--- src/gpc_defs.vh ---
// gpc_defs.vh: offsets, fields, reset values and counts of the pin 3 block.
// assumes a 16-bit register port.
`ifndef GPC_DEFS_VH
`define GPC_DEFS_VH

// ----------------------------------------
// register offsets
// ----------------------------------------
`define GPC_ADDR_CTRL        16'h403a
`define GPC_ADDR_DATA        16'h4044
`define GPC_ADDR_IRQ_STAT    16'h4045
`define GPC_ADDR_IRQ_MASK    16'h4046

// ----------------------------------------
// control register fields
// ----------------------------------------
`define GPC_BIT_DIR          15
`define GPC_PULL_HI          14
`define GPC_PULL_LO          13
`define GPC_BIT_IRQ_MODE     12
`define GPC_BIT_SUPPLY       11
`define GPC_BIT_POL          10
`define GPC_BIT_OD           9
`define GPC_BIT_ENA          7
`define GPC_FN_HI            3
`define GPC_FN_LO            0
`define GPC_CTRL_RESET       16'ha400
`define GPC_CTRL_WMASK       16'hfe8f

// pull codes
`define GPC_PULL_NONE        2'h0
`define GPC_PULL_DOWN        2'h1
`define GPC_PULL_UP          2'h2

// ----------------------------------------
// data, status and mask fields
// ----------------------------------------
`define GPC_BIT_OUT_LVL      0
`define GPC_BIT_IN_LVL       1
`define GPC_BIT_EDGE_EVT     0

// ----------------------------------------
// timing
// ----------------------------------------
`define GPC_LONG_DB_CYC      20'h3d090  // 1 ms at 250 MHz
`define GPC_DB_CNT_W         20

`endif

--- src/gpc_sync.v ---
// gpc_sync.v: three-stage synchroniser with agreement filter for a pin.
// assumes the input is asynchronous to core_clk.
`timescale 1ns/1ps
`default_nettype none

module gpc_sync (
    input  wire core_clk,   // block clock
    input  wire rst_n,      // synchronous reset, active low
    input  wire asyncIn,    // raw pin level
    output reg  syncLvl_r   // filtered level
);

    reg stage1_r;
    reg stage2_r;
    reg stage3_r;

    // ------------------------------------------------------------------
    // three flops; the level changes only once stages two and three agree
    // ------------------------------------------------------------------
    // stage1 feeds stage2 alone, to keep metastability out of the compare
    always @(posedge core_clk) begin
        if (!rst_n) begin
            stage1_r  <= 1'b0;
            stage2_r  <= 1'b0;
            stage3_r  <= 1'b0;
            syncLvl_r <= 1'b0;
        end else begin
            stage1_r <= asyncIn;
            stage2_r <= stage1_r;
            stage3_r <= stage2_r;
            if (stage2_r == stage3_r) begin
                syncLvl_r <= stage3_r;
            end
        end
    end

endmodule // gpc_sync

`default_nettype wire

--- src/gpc_pin_control.v ---
// gpc_pin_control.v: control logic of general-purpose pin 3: register
// file, pin driver, input debounce, role decode and edge interrupt.
// assumes a one-cycle register port master on core_clk and an external
// pad that resolves pinOut / pinOe_n and applies the pull enables.
`timescale 1ns/1ps
`default_nettype none
`include "gpc_defs.vh"

// Summary of operation
// - bit 7 (reset 0) tri-states the pin when clear; bit 15 (reset 1) picks output 0, input 1.
// - pull field 14:13 (reset 01) gives none 00, pull-down 01, pull-up 10 while bit 7 is set; 11 is reserved.
// - in interrupt mode 0 a rising pin edge fires at polarity 1, a falling one at polarity 0.
// - in interrupt mode 1 every rising and every falling edge fires, whatever the polarity.
// - bit 11 (reset 0) selects the buffer supply at 0 or the always-on core supply at 1.
// - bit 10 (reset 1) makes the pin active high when set and inverted when clear.
// - bit 9 (reset 0) makes the driver push-pull when clear and open-drain when set.
// - input code 0 of field 3:0 (reset 0) is a plain input with long debounce, code 1 without.
// - input codes 2 to 7 are on/off, sleep/wake, long sleep/wake, sleep, power-on, watchdog.
// - input codes 8 to 15 are two scaling, two enable, two control, two long-debounced control.
// - output codes 0 to 4 are level, 32.768kHz clock, on, sleep, state change; 5 to 7 reserved.
// - output codes 8 to 11 drive both scaling done flags and both external power enables.
// - output code 12 drives system supply good and code 13 converter power good.
// - output code 14 drives the 2MHz external power clock and code 15 the auxiliary reset.
module gpc_pin_control #(
    parameter [`GPC_DB_CNT_W-1:0] LONG_DB_CYCLES = `GPC_LONG_DB_CYC
) (
    input  wire        core_clk,       // 250 MHz block clock
    input  wire        rst_n,          // synchronous reset, active low
    input  wire [15:0] regAddr,        // register address
    input  wire [15:0] regWrData,      // register write data
    input  wire        regWrEn,        // write strobe
    input  wire        regRdEn,        // read strobe
    output reg  [15:0] regRdData,      // read data, cycle after strobe

    input  wire        pinIn,          // pad input level
    output reg         pinOut,         // pad output level
    output reg         pinOe_n,        // pad drive, low while driving
    output reg         pullUpEn,       // pad pull-up enable
    output reg         pullDownEn,     // pad pull-down enable
    output reg         ioSupplySel,    // 0 buffer supply, 1 core supply

    output reg  [15:0] inRoleReq,      // one request line per input code

    input  wire        osc32kClk,      // 32.768kHz oscillator
    input  wire        onState,        // device in on state
    input  wire        sleepState,     // device in sleep state
    input  wire        pwrStateChg,    // power state change
    input  wire        dvsDone1,       // converter 1 scaling done
    input  wire        dvsDone2,       // converter 2 scaling done
    input  wire        extPwrEn1,      // external power enable 1
    input  wire        extPwrEn2,      // external power enable 2
    input  wire        sysSupplyGood,  // system supply good
    input  wire        convPowerGood,  // converter power good
    input  wire        extPwrClk2m,    // 2MHz external power clock
    input  wire        auxReset,       // auxiliary reset

    output wire        irq             // level interrupt, active high
);

    // ------------------------------------------------------------------
    // helper functions
    // ------------------------------------------------------------------
    // long-debounce input codes: 0, 4, 14 and 15
    function isLongDb;
        input [3:0] fn;
        begin
            isLongDb = (fn == 4'h0) || (fn == 4'h4) ||
                       (fn == 4'he) || (fn == 4'hf);
        end
    endfunction

    // address match for write and read decode
    function addrHit;
        input [15:0] addr;
        input [15:0] target;
        begin
            addrHit = (addr == target);
        end
    endfunction

    // ------------------------------------------------------------------
    // registers
    // ------------------------------------------------------------------
    // software state
    reg  [15:0]              ctrl_r;
    reg                      outLvl_r;
    reg                      irqStat_r;
    reg                      irqMask_r;

    // debounce state
    reg                      dbLvl_r;
    reg                      dbPrev_r;
    reg  [`GPC_DB_CNT_W-1:0] dbCnt_r;

    // combinational results
    reg  [15:0]              rdData_nxt;
    reg                      outSrc;
    reg                      drvLvl;

    wire                     syncLvl;

    // control fields
    wire [3:0]               fnCode;
    wire [1:0]               pullCode;
    wire                     pinEna;
    wire                     isInput;
    wire                     polHigh;
    wire                     openDrain;
    wire                     edgeMode;

    // edge detection
    wire                     activeLvl;
    wire                     inActive;
    wire                     riseEvt;
    wire                     fallEvt;
    wire                     edgeEvt;

    // write strobes
    wire                     wrCtrl;
    wire                     wrData;
    wire                     wrStat;
    wire                     wrMask;

    // field views of the control register
    assign fnCode    = ctrl_r[`GPC_FN_HI:`GPC_FN_LO];
    assign pullCode  = ctrl_r[`GPC_PULL_HI:`GPC_PULL_LO];
    assign pinEna    = ctrl_r[`GPC_BIT_ENA];
    assign isInput   = ctrl_r[`GPC_BIT_DIR];
    assign polHigh   = ctrl_r[`GPC_BIT_POL];
    assign openDrain = ctrl_r[`GPC_BIT_OD];
    assign edgeMode  = ctrl_r[`GPC_BIT_IRQ_MODE];

    // write decode
    assign wrCtrl = regWrEn && addrHit(regAddr, `GPC_ADDR_CTRL);
    assign wrData = regWrEn && addrHit(regAddr, `GPC_ADDR_DATA);
    assign wrStat = regWrEn && addrHit(regAddr, `GPC_ADDR_IRQ_STAT);
    assign wrMask = regWrEn && addrHit(regAddr, `GPC_ADDR_IRQ_MASK);

    // ------------------------------------------------------------------
    // control, data and mask registers
    // ------------------------------------------------------------------
    // reserved bits are masked on write so they always read as zero
    always @(posedge core_clk) begin
        if (!rst_n) begin
            ctrl_r    <= `GPC_CTRL_RESET;
            outLvl_r  <= 1'b0;
            irqMask_r <= 1'b0;
        end else begin
            if (wrCtrl) begin
                ctrl_r <= regWrData & `GPC_CTRL_WMASK;
            end

            if (wrData) begin
                outLvl_r <= regWrData[`GPC_BIT_OUT_LVL];
            end

            if (wrMask) begin
                irqMask_r <= regWrData[`GPC_BIT_EDGE_EVT];
            end
        end
    end

    // ------------------------------------------------------------------
    // read port
    // ------------------------------------------------------------------
    // unmapped addresses read as zero
    always @* begin
        rdData_nxt = 16'h0000;
        if (addrHit(regAddr, `GPC_ADDR_CTRL)) begin
            rdData_nxt = ctrl_r;
        end else if (addrHit(regAddr, `GPC_ADDR_DATA)) begin
            rdData_nxt[`GPC_BIT_OUT_LVL] = outLvl_r;
            rdData_nxt[`GPC_BIT_IN_LVL]  = dbLvl_r;
        end else if (addrHit(regAddr, `GPC_ADDR_IRQ_STAT)) begin
            rdData_nxt[`GPC_BIT_EDGE_EVT] = irqStat_r;
        end else if (addrHit(regAddr, `GPC_ADDR_IRQ_MASK)) begin
            rdData_nxt[`GPC_BIT_EDGE_EVT] = irqMask_r;
        end
    end

    // data stands only in the cycle after the read strobe
    always @(posedge core_clk) begin
        if (!rst_n) begin
            regRdData <= 16'h0000;
        end else if (regRdEn) begin
            regRdData <= rdData_nxt;
        end else begin
            regRdData <= 16'h0000;
        end
    end

    // ------------------------------------------------------------------
    // input path: synchroniser, polarity, debounce
    // ------------------------------------------------------------------
    // the only reader of the raw pin
    gpc_sync u_sync (
        .core_clk  (core_clk),
        .rst_n     (rst_n),
        .asyncIn   (pinIn),
        .syncLvl_r (syncLvl)
    );

    // inverted polarity turns a low pin into an active level
    assign activeLvl = polHigh ? syncLvl : ~syncLvl;
    assign inActive  = pinEna && isInput;

    // long debounce waits for a stable level; short follows the sync
    // a polarity flip shows up as one edge, since the level really moves
    always @(posedge core_clk) begin
        if (!rst_n) begin
            dbLvl_r <= 1'b0;
            dbCnt_r <= {`GPC_DB_CNT_W{1'b0}};
        end else if (!isLongDb(fnCode)) begin
            // short codes track the sync
            dbLvl_r <= activeLvl;
            dbCnt_r <= {`GPC_DB_CNT_W{1'b0}};
        end else if (activeLvl == dbLvl_r) begin
            // bounced back, start over
            dbCnt_r <= {`GPC_DB_CNT_W{1'b0}};
        end else if (dbCnt_r >= LONG_DB_CYCLES - 1'b1) begin
            dbLvl_r <= activeLvl;
            dbCnt_r <= {`GPC_DB_CNT_W{1'b0}};
        end else begin
            dbCnt_r <= dbCnt_r + 1'b1;
        end
    end

    // ------------------------------------------------------------------
    // input role decode
    // ------------------------------------------------------------------
    // each code owns one request line, asserted while the debounced
    // level is active; nothing is requested while the pin is an output
    genvar gi;
    generate
        for (gi = 0; gi < 16; gi = gi + 1) begin : g_inRole
            always @(posedge core_clk) begin
                if (!rst_n) begin
                    inRoleReq[gi] <= 1'b0;
                end else begin
                    inRoleReq[gi] <= inActive && dbLvl_r &&
                                     ({28'h0000000, fnCode} == gi);
                end
            end
        end
    endgenerate

    // ------------------------------------------------------------------
    // edge interrupt
    // ------------------------------------------------------------------
    assign riseEvt = dbLvl_r && !dbPrev_r;
    assign fallEvt = !dbLvl_r && dbPrev_r;

    // mode 0 sees only the edge into the active level
    assign edgeEvt = inActive &&
                     (edgeMode ? (riseEvt || fallEvt) : riseEvt);

    // sticky status, write one to clear; a new edge wins over the clear
    always @(posedge core_clk) begin
        if (!rst_n) begin
            dbPrev_r  <= 1'b0;
            irqStat_r <= 1'b0;
        end else begin
            dbPrev_r <= dbLvl_r;

            if (edgeEvt) begin
                irqStat_r <= 1'b1;
            end else if (wrStat && regWrData[`GPC_BIT_EDGE_EVT]) begin
                irqStat_r <= 1'b0;
            end
        end
    end

    // level, held until cleared or masked
    assign irq = irqStat_r && irqMask_r;

    // ------------------------------------------------------------------
    // output role select
    // ------------------------------------------------------------------
    // reserved codes 5 to 7 drive the inactive level
    always @* begin
        case (fnCode)
            4'h0:    outSrc = outLvl_r;
            4'h1:    outSrc = osc32kClk;
            4'h2:    outSrc = onState;
            4'h3:    outSrc = sleepState;
            4'h4:    outSrc = pwrStateChg;

            4'h8:    outSrc = dvsDone1;
            4'h9:    outSrc = dvsDone2;
            4'ha:    outSrc = extPwrEn1;
            4'hb:    outSrc = extPwrEn2;

            4'hc:    outSrc = sysSupplyGood;
            4'hd:    outSrc = convPowerGood;

            4'he:    outSrc = extPwrClk2m;
            4'hf:    outSrc = auxReset;
            default: outSrc = 1'b0;
        endcase

        // polarity applies to every role
        drvLvl = polHigh ? outSrc : ~outSrc;
    end

    // ------------------------------------------------------------------
    // pad driver and pad controls
    // ------------------------------------------------------------------
    // registered to keep the pad free of decode glitches; costs one
    // cycle of latency, so clock roles carry a 4 ns phase shift
    always @(posedge core_clk) begin
        if (!rst_n) begin
            pinOut      <= 1'b0;
            pinOe_n     <= 1'b1;
            pullUpEn    <= 1'b0;
            pullDownEn  <= 1'b0;
            ioSupplySel <= 1'b0;
        end else begin
            ioSupplySel <= ctrl_r[`GPC_BIT_SUPPLY];

            // reserved code 11 is treated as no pull
            pullUpEn    <= pinEna && (pullCode == `GPC_PULL_UP);
            pullDownEn  <= pinEna && (pullCode == `GPC_PULL_DOWN);

            if (!pinEna || isInput) begin
                pinOut  <= 1'b0;
                pinOe_n <= 1'b1;
            end else if (openDrain) begin
                // open drain only sinks; a high level releases the pad
                pinOut  <= 1'b0;
                pinOe_n <= drvLvl;
            end else begin
                pinOut  <= drvLvl;
                pinOe_n <= 1'b0;
            end
        end
    end

endmodule // gpc_pin_control

`default_nettype wire

--- config.mk ---
export PLATFORM = sky130hd
export DESIGN_NAME = gpc_pin_control
export DESIGN_NICKNAME = d
export VERILOG_FILES = /design/src/gpc_sync.v /design/src/gpc_pin_control.v
export VERILOG_INCLUDE_DIRS = /design/src
export SDC_FILE = /design/constraint.sdc
export NUM_CORES = 1
export LEC_CHECK = 0
export ABC_CLOCK_PERIOD_IN_PS = 3900
export CAP_MARGIN = 40
export CELL_PAD_IN_SITES_DETAIL_PLACEMENT = 0
export CELL_PAD_IN_SITES_GLOBAL_PLACEMENT = 1
export CORE_ASPECT_RATIO = 0.5
export CORE_MARGIN = 3
export CORE_UTILIZATION = 37
export CTS_CLUSTER_SIZE = 10
export DETAILED_ROUTE_END_ITERATION = 12
export DONT_BUFFER_PORTS = 1
export PLACE_DENSITY_LB_ADDON = 0.1
export SYNTH_ARGS = -nofsm -noshare
export SYNTH_HDL_FRONTEND = slang
export SYNTH_SLANG_ARGS = --single-unit
--- constraint.sdc ---
create_clock -name core_clk -period 3.9 [get_ports core_clk]
set_input_delay 0.585 -clock core_clk [delete_from_list [all_inputs] [get_ports core_clk]]
set_output_delay 0.585 -clock core_clk [all_outputs]
set_load 0.01 [all_outputs]
==> flow_summary.ini <==
[status]
status = complete, no violations

[timing]
tightest_slew_ns = 0.684
finClkSkew_ns = 0.00475
hold_violations = 0
final.min_clock_period_ns = 2.54
worst_slack_ns = 1.36
maxSlewHeadroom_pct = 54.3
finalMaxSlewViolations = 0
rsz0062_at_grt = no
whs_ns = 0.325
finalSetupViolations = 0
fmax_ghz = 0.394
finalSetupTns_ns = 0
post-route-period-util_pct = 65.0

[cts]
clockBufferDepth = 2
clk_latency_ns = 0.33
cts_resized = 0
root_buffer = clkbuf_16
clock-sinks = 74
hold_buffers = 0
cts_buffers = 9
post_cts_buffers = 0
cts-htree-levels = 3
clkTransAtPathRegs_ns = 0.06
cts_tree = built

[routing]
vias = 2099
drc_errors = 0
drt-vias-per-instance = 5.16
dr.pass1.iters = 4
initialDrtViolationCount = 120
wire_per_inst_um = 16.0
postRouteAntennaNets = 0
postRouteWirelength_um = 6500

[pwr]
power_density_nw_per_um2 = 517
p_leak_nw = 1.12
irDropWorstVdd_mv = 0.263

[floorplanning]
ios = 87
initial_core_util_pct = 40.5
die_area_um2 = 8890
fp.dieW_um = 130
fp.dieH_um = 68.2
coreArea_um2 = 7070
rows = 21

[worst_setup_path]
crit_arrival_ns = 2.75
cp.required_ns = 4.11
cp_max_fo = 16
cp-start-kind = flop
worst_setup_path_end_kind = flop
crit_type = reg2reg

[synthesis]
yosys_register_bits = 74
ys.flop_type = dfxtp_1
async_flop_share_pct = 0
synth_edf_count = 0
synth.largest_area_cell = dfxtp_1
ys.warnings.count = 0
synth_cell_types = 45
syn_inst = 310
synthTopCellsByArea = dfxtp_1 (52%), nor2_1 (5.5%), nand2_1 (3.9%)
avgSynthCellArea_um2 = 9.23
synth_top_area_share_pct = 51.8
syn_area_um2 = 2860
ys_seq_area_share_pct = 51.8

[grt]
grt_usage_pct = 15.7
grt_pass1_wl_um = 10500
grt_max_degree = 19
antenna_found_initial = 0
gr-total-overflow = 0
first_global_vias = 2099

[min_path]
hp-class = in2reg

[run]
cap_violations = 0

[final_layout]
layout_commonest_cell = dfxtp_1
syn_to_final_growth_pct = 13.9
multi_input_area_um2 = 1300
design_area_um2 = 3260
utilization_pct = 46.1
finish.net_count = 361
num_antenna_cells = 0
mostFrequentLayoutCells = dfxtp_1 (74), nor2_1 (42), nand2_1 (30), and2_1 (16), a21oi_1 (12)
fillers = 658
regArea_um2 = 1480
drive_gt1_share_pct = 6.98

[place]
place_area_um2 = 2920
io_buffers = 0
pre_cts_ws_ns = 1.34
dp_hpwl_um = 4620
place_congestion = 0.753
path summary, 6_finish.rpt:
path | startpoint | slack [ns] | to | cells past startpoint
min reg2reg | u_sync.stage1_r$_SDFF_PN0_ | 0.43 | u_sync.stage2_r$_SDFF_PN0_ | 1
max | ctrl_r[1]$_SDFFE_PN0P_ | 1.36 | pinOut$_SDFF_PP0_ | 5
max reg2reg | ctrl_r[1]$_SDFFE_PN0P_ | 1.36 | pinOut$_SDFF_PP0_ | 5
min | rst_n | 0.33 | ctrl_r[13]$_SDFFE_PN1P_ | 1
registers in the layout (all words and copies together), names as in the netlist:
name	cells
inRoleReq	16
dbPrev_r	1
regRdData	12
pinOut	1
pullUpEn	1
pinOe_n	1
dbLvl_r	1
outLvl_r	1
u_sync.stage2_r	1
irqStat_r	1
pullDownEn	1
u_sync.syncLvl_r	1
ioSupplySel	1
dbCnt_r	20
ctrl_r	12
u_sync.stage3_r	1
u_sync.stage1_r	1
irqMask_r	1
logic make-up after synthesis:
logic type / Yosys count / share of synthesized area (%)
AOI/OAI and AO/OA: 40 / 9.06
xor gates and xnor gates: 17 / 5.21
adders and majority gates: 2 / 0.875
buffers and inverters: 21 / 3.54
DFF: 74 / 51.8
muxes: 11 / 4.07
other: 1 / 0.131
and+or+nand+nor: 144 / 25.3
synthesized netlist by cell type, drive strengths merged (2+ instances only):
cell	number
mux2i	9
nor3b	8
a2bb2oi	2
a2111oi	2
o21ai	11
nor2	42
a31oi	3
nor4	4
buf	5
and3	8
ha	2
mux2	2
nand2b	2
and2	16
nand3	10
nand4	3
xnor2	7
xor2	10
nand2	30
and4	2
dfxtp	74
nor4b	2
nor3	8
clkbuf	13
or3	2
nor2b	3
inv	3
a21oi	12
a2111o	2
critical path, cell delays in order (launching register included):
cell and delay, ns:
dfxtp_1 0.69, mux2_4 0.35, a22o_1 0.20, a2111o_1 0.45
or3_1 0.35, a2111oi_1 0.38
per-layer routing:
metal / vias up / global-route usage, % / share of wire [%]
met4: 0 / 5.00 / 0.62
met5: - / 0 / 0
met1: 975 / 19.6 / 47
met3: 4 / 7.87 / 8.4
met2: 63 / 23.8 / 44
li1: 1057 / - / -
report_power, final:
group | switching [mW] | internal [mW] | leakage (nW)
sequential | 0.000639 | 0.759 | 0.597
clock | 0.301 | 0.611 | 0.165
combinational | 0.00842 | 0.00525 | 0.356
per-stage QoR:
| step | cells | power (mW) |
|---|---|---|
| final | 407 | 1.69 |
| after detailed placement | 391 | 0.789 |
| after global placement | 391 | 0.789 |
| after CTS | 407 | 1.71 |
| after floorplan | 315 | 0.791 |
| after global routing | 407 | 1.75 |
cell type report:
type	instances	share of cell area, %
Clock buffer	12	8.18
Multi-Input combinational cell	220	39.8
Timing Repair Buffer	2	0.461
Inverter	3	0.346
Clock inverter	4	2.23
Sequential cell	74	45.5
Tap cell	92	3.53
No activity file was read; power rests on OpenSTA's default activity.
